$ cat src/dma_defines.svh
// register offsets, field positions and reset values of the dma block
`ifndef DMA_DEFINES_SVH
`define DMA_DEFINES_SVH
`define CH_NUM 4
`define R_CON 3'h0
`define R_REQ 3'h1
`define R_STAH 3'h2
`define R_STAL 3'h3
`define R_STBH 3'h4
`define R_STBL 3'h5
`define R_PAD 3'h6
`define R_CNT 3'h7
`define S_PWC 3'h0
`define S_RQC 3'h1
`define S_LCA 3'h2
`define S_ADRH 3'h3
`define S_ADRL 3'h4
`define S_PPS 3'h5
`define CON_CHANNEL_ON 15
`define CON_SIZE 14
`define CON_DIR 13
`define CON_HALF 12
`define CON_NULL_WRITE_SELECT 11
`define CON_WMASK 16'hF833
`define REQ_FORCE 15
`define AM_POSTINC 2'h0
`define AM_PERIND 2'h2
`define TRIG_CAN_RX 8'h22
`define TRIG_CAN_TX 8'h46
`define LCA_RESET 4'hF
`endif

$ cat src/dma_pkg.sv
// types shared by the dma control block and its data mover
package dma_pkg;
  typedef struct packed {
    logic [15:0] con;
    logic force_on;
    logic [7:0] trig;
    logic [7:0] sta_h;
    logic [15:0] sta_l;
    logic [7:0] stb_h;
    logic [15:0] stb_l;
    logic [15:0] pad;
    logic [13:0] cnt;
    logic [23:0] cur;
    logic [13:0] done;
    logic pp;
    logic pend;
  } chan_t;
  typedef struct packed {
    logic start;
    logic forced;
    logic dir;
    logic byte_mode;
    logic null_write_select;
    logic [23:0] ram_addr;
    logic [15:0] per_addr;
  } move_req_t;
  typedef enum logic [1:0] {
    MV_IDLE = 2'b00,
    MV_READ = 2'b01,
    MV_WRITE = 2'b11,
    MV_NULL = 2'b10
  } mv_state_t;
endpackage : dma_pkg

$ cat src/dma_move_if.sv
// carrier between channel control and the data mover
`timescale 1ns/1ps
`default_nettype none
interface dma_move_if;
  logic start;
  logic dir;
  logic byte_mode;
  logic null_write_select;
  logic [23:0] ram_addr;
  logic [15:0] per_addr;
  logic done;
  modport ctrl (output start, dir, byte_mode, null_write_select, ram_addr, per_addr, input done);
  modport mover (input start, dir, byte_mode, null_write_select, ram_addr, per_addr, output done);
endinterface : dma_move_if
`default_nettype wire

$ cat src/dma_mover.sv
// moves one element: source read, destination write, optional null write
`timescale 1ns/1ps
`default_nettype none
module dma_mover
  import dma_pkg::*;
(
  input wire logic pclk,
  input wire logic presetn,
  dma_move_if.mover mv,
  output logic bus_req,
  output logic bus_ram,
  output logic bus_we,
  output logic bus_byte,
  output logic [23:0] bus_addr,
  output logic [15:0] bus_wdata,
  input wire logic [15:0] bus_rdata,
  input wire logic bus_ack
);
  typedef struct packed {
    mv_state_t st;
    logic req;
    logic ram;
    logic we;
    logic byte_mode;
    logic dir;
    logic null_write_select;
    logic [23:0] addr;
    logic [23:0] ram_a;
    logic [15:0] per_a;
    logic [15:0] data;
    logic done;
  } mv_t;
  mv_t q, d;

  always_comb
  begin
    d = q;
    d.done = 1'b0;
    case (q.st)
      MV_IDLE:
        if (mv.start)
        begin
          d.dir = mv.dir;
          d.null_write_select = mv.null_write_select;
          d.byte_mode = mv.byte_mode;
          d.ram_a = mv.ram_addr;
          d.per_a = mv.per_addr;
          d.st = MV_READ;
          d.req = 1'b1;
          d.we = 1'b0;
          d.ram = mv.dir;
          d.addr = mv.dir ? mv.ram_addr : {8'h00, mv.per_addr};
        end
      MV_READ:
        if (bus_ack)
        begin
          d.data = q.byte_mode ? {8'h00, bus_rdata[7:0]} : bus_rdata;
          d.st = MV_WRITE;
          d.we = 1'b1;
          d.ram = !q.dir;
          d.addr = q.dir ? {8'h00, q.per_a} : q.ram_a;
        end
      MV_WRITE:
        if (bus_ack)
        begin
          if (q.null_write_select && !q.dir)
          begin
            d.st = MV_NULL;
            d.ram = 1'b0;
            d.addr = {8'h00, q.per_a};
            d.data = 16'h0000;
          end
          else
          begin
            d.st = MV_IDLE;
            d.req = 1'b0;
            d.we = 1'b0;
            d.done = 1'b1;
          end
        end
      MV_NULL:
        if (bus_ack)
        begin
          d.st = MV_IDLE;
          d.req = 1'b0;
          d.we = 1'b0;
          d.done = 1'b1;
        end
      default:
        d.st = MV_IDLE;
    endcase
  end

  always_ff @(posedge pclk or negedge presetn)
  begin
    if (!presetn)
      q <= '0;
    else
      q <= d;
  end

  assign mv.done = q.done;
  assign bus_req = q.req;
  assign bus_ram = q.ram;
  assign bus_we = q.we;
  assign bus_byte = q.byte_mode;
  assign bus_addr = q.addr;
  assign bus_wdata = q.data;
endmodule : dma_mover
`default_nettype wire

$ cat src/dma_channel_ctrl.sv
// four-channel dma control: apb registers, triggers, arbitration, block sequencing
//
// The implementer's own choices: the APB interface to the registers and the address map.
`timescale 1ns/1ps
`default_nettype none
`include "dma_defines.svh"
module dma_channel_ctrl
  import dma_pkg::*;
#(
  parameter bit has_can = 1'b1
)
(
  input wire logic pclk,
  input wire logic presetn,
  input wire logic psel,
  input wire logic penable,
  input wire logic pwrite,
  input wire logic [7:0] paddr,
  input wire logic [31:0] pwdata,
  output logic [31:0] prdata,
  output logic pready,
  output logic pslverr,
  input wire logic [127:0] trig_lines,
  input wire logic [15:0] periph_offset,
  output logic [3:0] channel_irq,
  output logic bus_req,
  output logic bus_ram,
  output logic bus_we,
  output logic bus_byte,
  output logic [23:0] bus_addr,
  output logic [15:0] bus_wdata,
  input wire logic [15:0] bus_rdata,
  input wire logic bus_ack
);
  typedef struct packed {
    chan_t [3:0] ch;
    logic [3:0] pwcol;
    logic [3:0] rqcol;
    logic [3:0] lca;
    logic [23:0] last_ram_address;
    logic [3:0] irq;
    logic busy;
    logic [1:0] act;
    move_req_t x;
    logic pready;
    logic pslverr;
    logic [31:0] prdata;
  } top_t;
  top_t q, n;
  dma_move_if mv ();

  function automatic logic trig_hit(input logic [7:0] code, input logic [127:0] lines);
    logic hit;
    hit = code[7] ? 1'b0 : lines[code[6:0]];
    if (!has_can && (code == `TRIG_CAN_RX || code == `TRIG_CAN_TX))
      hit = 1'b0;
    return hit;
  endfunction : trig_hit

  function automatic logic mapped(input logic [7:0] a);
    return !a[7] || (a[6:5] == 2'h0 && a[4:2] <= `S_PPS);
  endfunction : mapped

  function automatic logic [23:0] buf_start(input chan_t c, input logic sel);
    return sel ? {c.stb_h, c.stb_l} : {c.sta_h, c.sta_l};
  endfunction : buf_start

  // mode field bit 1 selects ping-pong operation
  function automatic logic is_pingpong(input logic [15:0] con);
    return con[1];
  endfunction : is_pingpong

  // mode field bit 0 selects one-shot operation
  function automatic logic is_oneshot(input logic [15:0] con);
    return con[0];
  endfunction : is_oneshot

  // reserved addressing code 11 behaves as no increment
  function automatic logic is_postinc(input logic [15:0] con);
    return con[5:4] == `AM_POSTINC;
  endfunction : is_postinc

  // half mode flags the element at index count/2, full mode the last one
  function automatic logic irq_point(input chan_t c, input logic [13:0] idx);
    return c.con[`CON_HALF] ? (idx == (c.cnt >> 1)) : (idx == c.cnt);
  endfunction : irq_point

  // post-increment step is one address for bytes and two for words
  function automatic logic [23:0] step_of(input logic [15:0] con);
    return con[`CON_SIZE] ? 24'h000001 : 24'h000002;
  endfunction : step_of

  function automatic logic [15:0] rd_reg(input top_t s, input logic [7:0] a);
    chan_t c;
    logic [3:0] pp;
    logic [15:0] v;
    c = s.ch[a[6:5]];
    pp = {s.ch[3].pp, s.ch[2].pp, s.ch[1].pp, s.ch[0].pp};
    v = 16'h0000;
    if (!a[7])
    begin
      case (a[4:2])
        `R_CON: v = c.con;
        `R_REQ: v = {c.force_on, 7'h00, c.trig};
        `R_STAH: v = {8'h00, c.sta_h};
        `R_STAL: v = c.sta_l;
        `R_STBH: v = {8'h00, c.stb_h};
        `R_STBL: v = c.stb_l;
        `R_PAD: v = c.pad;
        `R_CNT: v = {2'h0, c.cnt};
        default: v = 16'h0000;
      endcase
    end
    else if (a[6:5] == 2'h0)
    begin
      case (a[4:2])
        `S_PWC: v = {12'h000, s.pwcol};
        `S_RQC: v = {12'h000, s.rqcol};
        `S_LCA: v = {12'h000, s.lca};
        `S_ADRH: v = {8'h00, s.last_ram_address[23:16]};
        `S_ADRL: v = s.last_ram_address[15:0];
        `S_PPS: v = {12'h000, pp};
        default: v = 16'h0000;
      endcase
    end
    return v;
  endfunction : rd_reg

  always_comb
  begin
    logic acc;
    logic wr;
    logic hit;
    logic taken;
    logic nxt_pp;
    logic [1:0] a;
    logic [13:0] dn;
    logic [2:0] ri;
    chan_t c;
    acc = psel && penable;
    wr = 1'b0;
    hit = 1'b0;
    taken = 1'b0;
    nxt_pp = 1'b0;
    a = q.act;
    dn = 14'h0000;
    ri = paddr[4:2];
    c = q.ch[q.act];
    n = q;
    n.irq = 4'h0;
    n.x.start = 1'b0;

    // one wait state: data is staged, then the write lands with pready high
    if (acc && !q.pready)
    begin
      n.pready = 1'b1;
      n.pslverr = !mapped(paddr);
      n.prdata = {16'h0000, rd_reg(q, paddr)};
    end
    else
    begin
      n.pready = 1'b0;
      n.pslverr = 1'b0;
    end
    wr = acc && q.pready && pwrite && mapped(paddr);

    // block sequencing on completion of one element
    // an element in flight completes even if its channel was disabled meanwhile
    if (mv.done)
    begin
      n.busy = 1'b0;
      n.last_ram_address = q.x.ram_addr;
      n.lca = {2'h0, a};
      if (q.x.forced)
        n.ch[a].force_on = 1'b0;
      dn = c.done;
      if (is_postinc(c.con))
        n.ch[a].cur = c.cur + step_of(c.con);
      if (irq_point(c, dn))
        n.irq[a] = 1'b1;
      if (dn == c.cnt)
      begin
        n.ch[a].done = 14'h0000;
        nxt_pp = is_pingpong(c.con) ? !c.pp : c.pp;
        n.ch[a].pp = nxt_pp;
        n.ch[a].cur = buf_start(c, nxt_pp);
        if (is_oneshot(c.con) && (!is_pingpong(c.con) || c.pp))
          n.ch[a].con[`CON_CHANNEL_ON] = 1'b0;
      end
      else
        n.ch[a].done = dn + 14'h0001;
    end

    // register writes; software beats the hardware enable clear
    if (wr && !paddr[7])
    begin
      a = paddr[6:5];
      c = q.ch[a];
      case (ri)
        `R_CON:
        begin
          n.ch[a].con = pwdata[15:0] & `CON_WMASK;
          if (pwdata[`CON_CHANNEL_ON] && !c.con[`CON_CHANNEL_ON])
          begin
            n.ch[a].cur = {c.sta_h, c.sta_l};
            n.ch[a].done = 14'h0000;
            n.ch[a].pp = 1'b0;
          end
        end
        `R_REQ:
        begin
          n.ch[a].trig = pwdata[7:0];
          if (pwdata[`REQ_FORCE] && n.ch[a].con[`CON_CHANNEL_ON])
            n.ch[a].force_on = 1'b1;
        end
        `R_STAH: n.ch[a].sta_h = pwdata[7:0];
        `R_STAL: n.ch[a].sta_l = pwdata[15:0];
        `R_STBH: n.ch[a].stb_h = pwdata[7:0];
        `R_STBL: n.ch[a].stb_l = pwdata[15:0];
        `R_PAD: n.ch[a].pad = pwdata[15:0];
        `R_CNT: n.ch[a].cnt = pwdata[13:0];
        default: n.ch[a].pad = q.ch[a].pad;
      endcase
    end

    // collision flags clear on a write of one; a new event still wins
    if (wr && paddr[7] && ri == `S_PWC)
      n.pwcol = q.pwcol & ~pwdata[3:0];
    if (wr && paddr[7] && ri == `S_RQC)
      n.rqcol = q.rqcol & ~pwdata[3:0];

    // fixed priority: lowest numbered pending channel goes first
    if (!q.busy)
    begin
      for (int i = 3; i >= 0; i--)
      begin
        if (q.ch[i].pend && q.ch[i].con[`CON_CHANNEL_ON])
        begin
          taken = 1'b1;
          a = 2'(i);
        end
      end
    end
    if (taken)
    begin
      c = q.ch[a];
      n.busy = 1'b1;
      n.act = a;
      n.ch[a].pend = 1'b0;
      n.x.start = 1'b1;
      n.x.forced = c.force_on;
      n.x.dir = c.con[`CON_DIR];
      n.x.byte_mode = c.con[`CON_SIZE];
      n.x.null_write_select = c.con[`CON_NULL_WRITE_SELECT];
      n.x.per_addr = c.pad;
      if (c.con[5:4] == `AM_PERIND)
        n.x.ram_addr = buf_start(c, c.pp) + {8'h00, periph_offset};
      else
        n.x.ram_addr = c.cur;
    end

    // triggers and force raise pending requests, one per channel at a time
    // a trigger level held for several cycles raises one request per cycle
    for (int i = 0; i < `CH_NUM; i++)
    begin
      hit = trig_hit(q.ch[i].trig, trig_lines) && q.ch[i].con[`CON_CHANNEL_ON];
      // a trigger that meets a waiting forced request is dropped
      if (q.ch[i].force_on && hit)
        n.rqcol[i] = 1'b1;
      // only the rising force bit requests; holding it set adds nothing
      else if (hit || (n.ch[i].force_on && !q.ch[i].force_on))
      begin
        if (n.ch[i].pend)
          n.pwcol[i] = 1'b1;
        n.ch[i].pend = 1'b1;
      end
      if (!n.ch[i].con[`CON_CHANNEL_ON])
      begin
        n.ch[i].force_on = 1'b0;
        n.ch[i].pend = 1'b0;
      end
    end
  end

  always_ff @(posedge pclk or negedge presetn)
  begin
    if (!presetn)
    begin
      q <= '0;
      q.lca <= `LCA_RESET;
    end
    else
      q <= n;
  end

  assign mv.start = q.x.start;
  assign mv.dir = q.x.dir;
  assign mv.byte_mode = q.x.byte_mode;
  assign mv.null_write_select = q.x.null_write_select;
  assign mv.ram_addr = q.x.ram_addr;
  assign mv.per_addr = q.x.per_addr;
  assign prdata = q.prdata;
  assign pready = q.pready;
  assign pslverr = q.pslverr;
  assign channel_irq = q.irq;

  // one mover serves all channels, so only one element is ever on the bus
  dma_mover u_mover (
    .pclk(pclk),
    .presetn(presetn),
    .mv(mv.mover),
    .bus_req(bus_req),
    .bus_ram(bus_ram),
    .bus_we(bus_we),
    .bus_byte(bus_byte),
    .bus_addr(bus_addr),
    .bus_wdata(bus_wdata),
    .bus_rdata(bus_rdata),
    .bus_ack(bus_ack)
  );
endmodule : dma_channel_ctrl
`default_nettype wire

$ cat config.mk
export PLATFORM = sky130hd
export DESIGN_NAME = dma_channel_ctrl
export DESIGN_NICKNAME = d
export VERILOG_FILES = /design/src/dma_pkg.sv /design/src/dma_move_if.sv /design/src/dma_mover.sv /design/src/dma_channel_ctrl.sv
export VERILOG_INCLUDE_DIRS = /design/src
export SDC_FILE = /design/constraint.sdc
export NUM_CORES = 2
export LEC_CHECK = 0
export BUFFER_PORTS_ARGS = -buffer_cell sky130_fd_sc_hd__buf_2
export CORE_MARGIN = 1
export CORE_UTILIZATION = 40
export CTS_CLUSTER_SIZE = 8
export DETAILED_ROUTE_END_ITERATION = 16
export GPL_TIMING_DRIVEN = 0
export PLACE_DENSITY = 0.54
export SLEW_MARGIN = 5
export SYNTH_ARGS = -nofsm -noshare
export SYNTH_HDL_FRONTEND = slang
export SYNTH_SLANG_ARGS = --single-unit
$ cat constraint.sdc
create_clock -name pclk -period 4.78 [get_ports pclk]
set_input_delay 0.239 -clock pclk [delete_from_list [all_inputs] [get_ports pclk]]
set_output_delay 0.239 -clock pclk [all_outputs]
set_load 0.05 [all_outputs]
# Yosys cells after proc, flatten, opt, wreduce, memory -nomap -nowiden

Index checks and enable logic that the tools add are counted.

Equal/unequal tests: 19
Bitwise gates (word level): 3
Reductions and logical operators: 68
$add $sub $neg: 3
Muxes and demuxes: 176
Magnitude comparators: 11

Operator list:

| operator         | number |
|---|---|
| $bwmux 572       | 20 |
| $mux 572         | 11 |
| $demux 143 s2    | 18 |
| $pmux 572 s8     | 1 |
| $bmux 143 s2     | 4 |
| $mux 143         | 4 |
| $mux 142         | 2 |
| $mux 127         | 2 |
| $mux 24          | 8 |
| $pmux 16 s8      | 1 |
| $mux 126         | 1 |
| $mux 118         | 1 |
| $mux 16          | 7 |
| $mux 110         | 1 |
| $pmux 16 s6      | 1 |
| $mux 94          | 1 |
| $mux 86          | 1 |
| $mux 40          | 2 |
| $mux 72          | 1 |
| $pmux 24 s3      | 1 |
| $mux 70          | 1 |
| $mux 1           | 54 |
| $mux 54          | 1 |
| $mux 48          | 1 |
| 40 further kinds | 135 |

Bits in registers: 767
Input port bits: 206
Word-level logic and storage cells: 364

# Longest topological paths before layout

Depth in word-level cells: 31
Mapped depth: 28

# By module

A second synthesis with hierarchy kept.

Cell total of the unflattened synthesis: 4,433
Area total of the unflattened synthesis: 47,350.4 um^2

By module, submodules not included:

| module           | cells an instance | times used | seq. area each (um^2) | area each (um^2) |
|---|---|---|---|---|
| dma_channel_ctrl | 4,056             | 1          | 16,945.0              | 43,005.0 |
| dma_mover        | 377               | 1          | 2,227.1               | 4,345.4 |

# Worst setup path before layout

OpenSTA, ideal clock, no wires.

Path kind: register -> register
Start: reg q (netlist bit pready)
End: reg q (netlist bit mv.ram_addr[16])
Cell stages (with the launch flop): 24
Path slack: -0.612 ns
Buffers on the path: 3
Data arrival time: 5.257 ns
Setup time: 0.135 ns
Required time: 4.645 ns
Cells stage by stage: dfrtp_1 nand4_1 or3_1 a31oi_2 mux2i_1 mux2_2 clkbuf_1 clkbuf_1 clkbuf_1 nand3_1 o21ai_0 ha_1 inv_1 fa_1 nor2b_1 o31a_1 o21ai_0 o211ai_1 a41oi_1 o21ai_0 xnor2_1 nor2_1 a31oi_1 o21ai_0

Longest elaborated chain between the ends: 15
Elaborated cells on any way between the ends: 16
Those cells by class: 1 x add/sub; 1 x eq/ne; 10 x mux; 4 x reduce/logical

Ends and longest elaborated chain:

| element                           | RTL line                | text |
|---|---|---|
| start: declaration                | dma_channel_ctrl.sv:49  | `top_t q, n;` |
| start signal: assignment          | dma_channel_ctrl.sv:293 | `q <= n;` |
| $logic_and 1x1->1 * (3 in series) | dma_channel_ctrl.sv:165 | `wr = acc && q.pready && pwrite && mapped(paddr);` |
| $logic_and 1x1->1 *               | dma_channel_ctrl.sv:195 | `if (wr && !paddr[7])` |
| $mux 2 *                          | dma_channel_ctrl.sv:195 |  |
| $mux 2 (4 in series)              | dma_channel_ctrl.sv:237 | `` if (q.ch[i].pend && q.ch[i].con[`CON_CHANNEL_ON]) `` |
| $mux 2 *                          | dma_channel_ctrl.sv:233 | `if (!q.busy)` |
| $bmux 143 s2 *                    | dma_channel_ctrl.sv:246 | `c = q.ch[a];` |
| $mux 142 (not written as such) *  | dma_channel_ctrl.sv:246 |  |
| $mux 24                           | dma_channel_ctrl.sv:65  | `return sel ? {c.stb_h, c.stb_l} : {c.sta_h, c.sta_l};` |
| $add 24x16->24                    | dma_channel_ctrl.sv:257 | `n.x.ram_addr = buf_start(c, c.pp) + {8'h00, periph_offset};` |
| $mux 24 *                         | dma_channel_ctrl.sv:256 | `` if (c.con[5:4] == `AM_PERIND) `` |

Mark *: on every way between the ends. The rest lies on a longest branch, timed or not. The select of a mux whose other input is x is not followed.
A chain may end at the register's enable or synchronous reset.

# Worst setup path after layout

Start: reg q (netlist bit pready)
End: reg q (netlist bit mv.ram_addr[18])

Same word-level chain as after synthesis.

==> impl_results.md <==
* Router iterations before antenna repair at 7
* Tightest Pin Transition at 1.47 ns
* Max-slew headroom at 0.0184
* Worst VDD drop at 0.000450 V
* Core Rows at 125
* # H-tree levels at 3
* Crit Path Class: flip-flop to flip-flop
* Die Y at 346 um
* Fill cells at 10800
* Cell Area, Synth at 47200 um^2
* FF-to-FF End: mv.ram_addr[18]
* Crit path max fanout at 10
* Syn Area/Cell at 10.7 um^2
* DR WL/cell at 35.1 um
* Core area at 117000 um^2
* Sink Count at 766
* Sequential-to-total area share from yosys stat at 0.406
* Area grow syn2layout at 18.1%
* Die area at 119000 um^2
* GRT overflow at 0
* CTS Buf Count at 106
* Final setup violation count at 8
* Clock Skew at 0.0392 ns
* Pin count of the biggest net entering global routing at 110
* Synth Warn # at 0
* Post-synth top area share at 0.405
* Hold Vio Cnt, Final at 0
* Leakage power at 23.6 nW
* Clock buffer depth at 3
* Vias in the first global route at 41200
* RSZ-0062 raised after global routing: yes
* Maximum clock rate at 0.195 GHz
* Register area at 19200 um^2
* Critical Path Start: pready
* Pwr/cell area at 570 nW/um^2
* Layout cells sized above 1 at 0.315
* GP Congestion at 1.09
* TNS Setup at -1.39 ns
* WHS at 0.0858 ns
* #FFs+latches synth at 766
* Cell taking the most area after synthesis: dfrtp_1
* Remaining DRCs at 0
* Hpwl dp at 165 mm
* CP endpoint kind: flip-flop
* Max-cap check violation count at 0
* Final ANT Viol Nets at 0
* Initial antenna violation count at 24
* Tmin final at 5.13 ns
* Power, Total at 31.8 mW
* Critical Path Sink: mv.ram_addr[18]
* Worst R2R Start: pready
* Status: finished, violations left
* Netlist cell types at 75
* Final net count at 5104
* Critical Path AT at 5.74 ns
* Ys async rst share at 1.00
* Top cells by area, synth: dfrtp_1, mux4_2, mux2_2
* Minimum setup slack among reg-to-reg paths at -0.35 ns
* Clock root cell: clkbuf_16
* Fin crit share at 1.07
* CP Launch Type: flip-flop
* Req. time, crit path at 5.39 ns
* Syn Inst Count at 4418
* Slew Limit Fails at 0
* Failing checks: setup timing
* HP Class: input pin to asynchronous set/reset pin
* First-pass GRT wire length at 317 mm
* Worst Slack Setup Final at -0.351 ns
* DIE WIDTH at 346 um
* R2R cell count at 22
* Clk_lat worst skew at 0.75 ns
* Synth Flop Type: dfrtp_1
* Initial Utilization at 0.405
* # port buffers at 240
* Commonest non-fill, non-tap cell in the layout: nand2_1
* Via count at 42600
* 1st-iter DRT viols at 6048
* Most frequent cells in the layout: nand2_1, dfrtp_1, mux2_2, mux4_2, buf_2
* Vias per inst at 6.60
* Post-synth EDFFs at 0
* Total GRT Usage at 0.375
* Total routed wirelength at 226 mm
* Pre-CTS WS at -3.68 ns
* I/O Pins at 288
* Multi-input gate area at 26700 um^2
* CTS tree: yes
* Clock transition at path regs at 0.05 ns
-- worst max-delay path, stage by stage, from the launching register on --
cell,delay (ns)
dfrtp_2,0.41
nand4_1,0.11
buf_6,0.15
o21ai_2,0.18
nand2_1,0.13
o21ai_4,0.37
clkbuf_16,0.30
clkbuf_4,0.28
nand2_1,0.08
nand3_1,0.08
nand2_1,0.09
o21ai_4,0.35
ha_4,0.27
nor2b_2,0.16
o31a_1,0.27
o21ai_2,0.16
o211ai_1,0.14
a41oi_2,0.32
o21ai_4,0.16
buf_12,0.18
a221oi_4,0.54
a211o_1,0.20
nand3_1,0.06
-- kinds of logic (layout without fill, tap and decap cells) --
kind of cell,count (synthesis),count (layout),share of synthesized area
AO/OA/AOI/OAI,752,752,0.0993
XOR/XNOR,77,77,0.0143
adder cells (fa/ha/maj),22,22,0.00615
buffers and inverters,458,945,0.0448
flip-flops,766,766,0.406
multiplexers,885,885,0.297
other,1,24,0.0000795
AND/OR/NAND/NOR,1457,1457,0.132
-- routing by layer --
metal  track usage  vias to the layer above  wire [um]
met1         0.473                    21500      84200
met3         0.146                      833      30300
met2         0.532                     3116      94000
li1              -                    17100          -
met4         0.245                       32      17600
met5       0.00320                        -        282
-- where the power goes --
part | switching [mW] | internal [mW] | total (mW)
clock | 3.10 | 4.09 | 7.19
combinational | 10.2 | 5.51 | 15.7
sequential | 1.13 | 7.77 | 8.90
-- worst min path at each step --
stage,to,slack (ns),cells past startpoint
after floorplan,asynchronous set/reset pin,-0.06,0
after global placement,u_mover.bus_wdata[12],0.47,2
after detailed placement,asynchronous set/reset pin,0.14,1
after CTS,asynchronous set/reset pin,0.08,3
after global routing,asynchronous set/reset pin,0.11,3
final,asynchronous set/reset pin,0.09,3
-- synthesized netlist by cell type, types with 4 or more instances --
master / n
a221o_1: 13
nor2_2: 4
mux2_2: 439
or2_2: 8
nand3_1: 229
a31oi_1: 36
dfrtp_1: 763
o221ai_1: 17
or3_1: 9
xor2_1: 41
o211ai_1: 7
a22oi_1: 96
nor3_1: 36
buf_2: 56
a21oi_1: 150
a22o_1: 19
a221oi_1: 27
o32a_1: 5
and2_1: 17
nor4_1: 7
clkbuf_1: 237
nor2b_1: 44
buf_4: 81
ha_1: 20
o22ai_1: 38
and3_1: 13
nand2b_1: 14
nor3b_1: 9
nand2_1: 787
mux4_2: 369
buf_1: 51
a21o_1: 15
xnor2_1: 36
o21ai_1: 13
mux2i_1: 77
o31ai_1: 4
a211oi_1: 34
o21ai_0: 247
inv_1: 26
nand4_1: 15
nor2_1: 251
-- what timing repair did --
action                                  4_1_cts  5_1_grt
hold buffers                                 27        0
gates resized for setup                     239       60
gates cloned                                  1        0
endpoints found under the setup margin      173       96
hold endpoints to repair                    256        0
setup buffers                                41       17
pin swaps                                    27       35
-- layout make-up --
cell class | instances | share of cell area
Multi-Input combinational cell | 3209 | 0.479
Sequential cell | 766 | 0.344
Clock buffer | 144 | 0.0509
Buffer | 419 | 0.0440
Timing Repair Buffer | 344 | 0.0430
Tap cell | 1524 | 0.0342
Clock inverter | 8 | 0.00298
Inverter | 30 | 0.00202
Antenna cell | 8 | 0.000359
-- stage by stage --
step,std cells,area (um^2),util
after floorplan,4433,47300,-
after global placement,6197,50400,0.433
after detailed placement,6214,50800,0.436
after CTS,6427,55400,0.475
after global routing,6445,55700,0.478
final,6452,55800,0.479
Note: power is estimated with default switching activity, not from simulation.
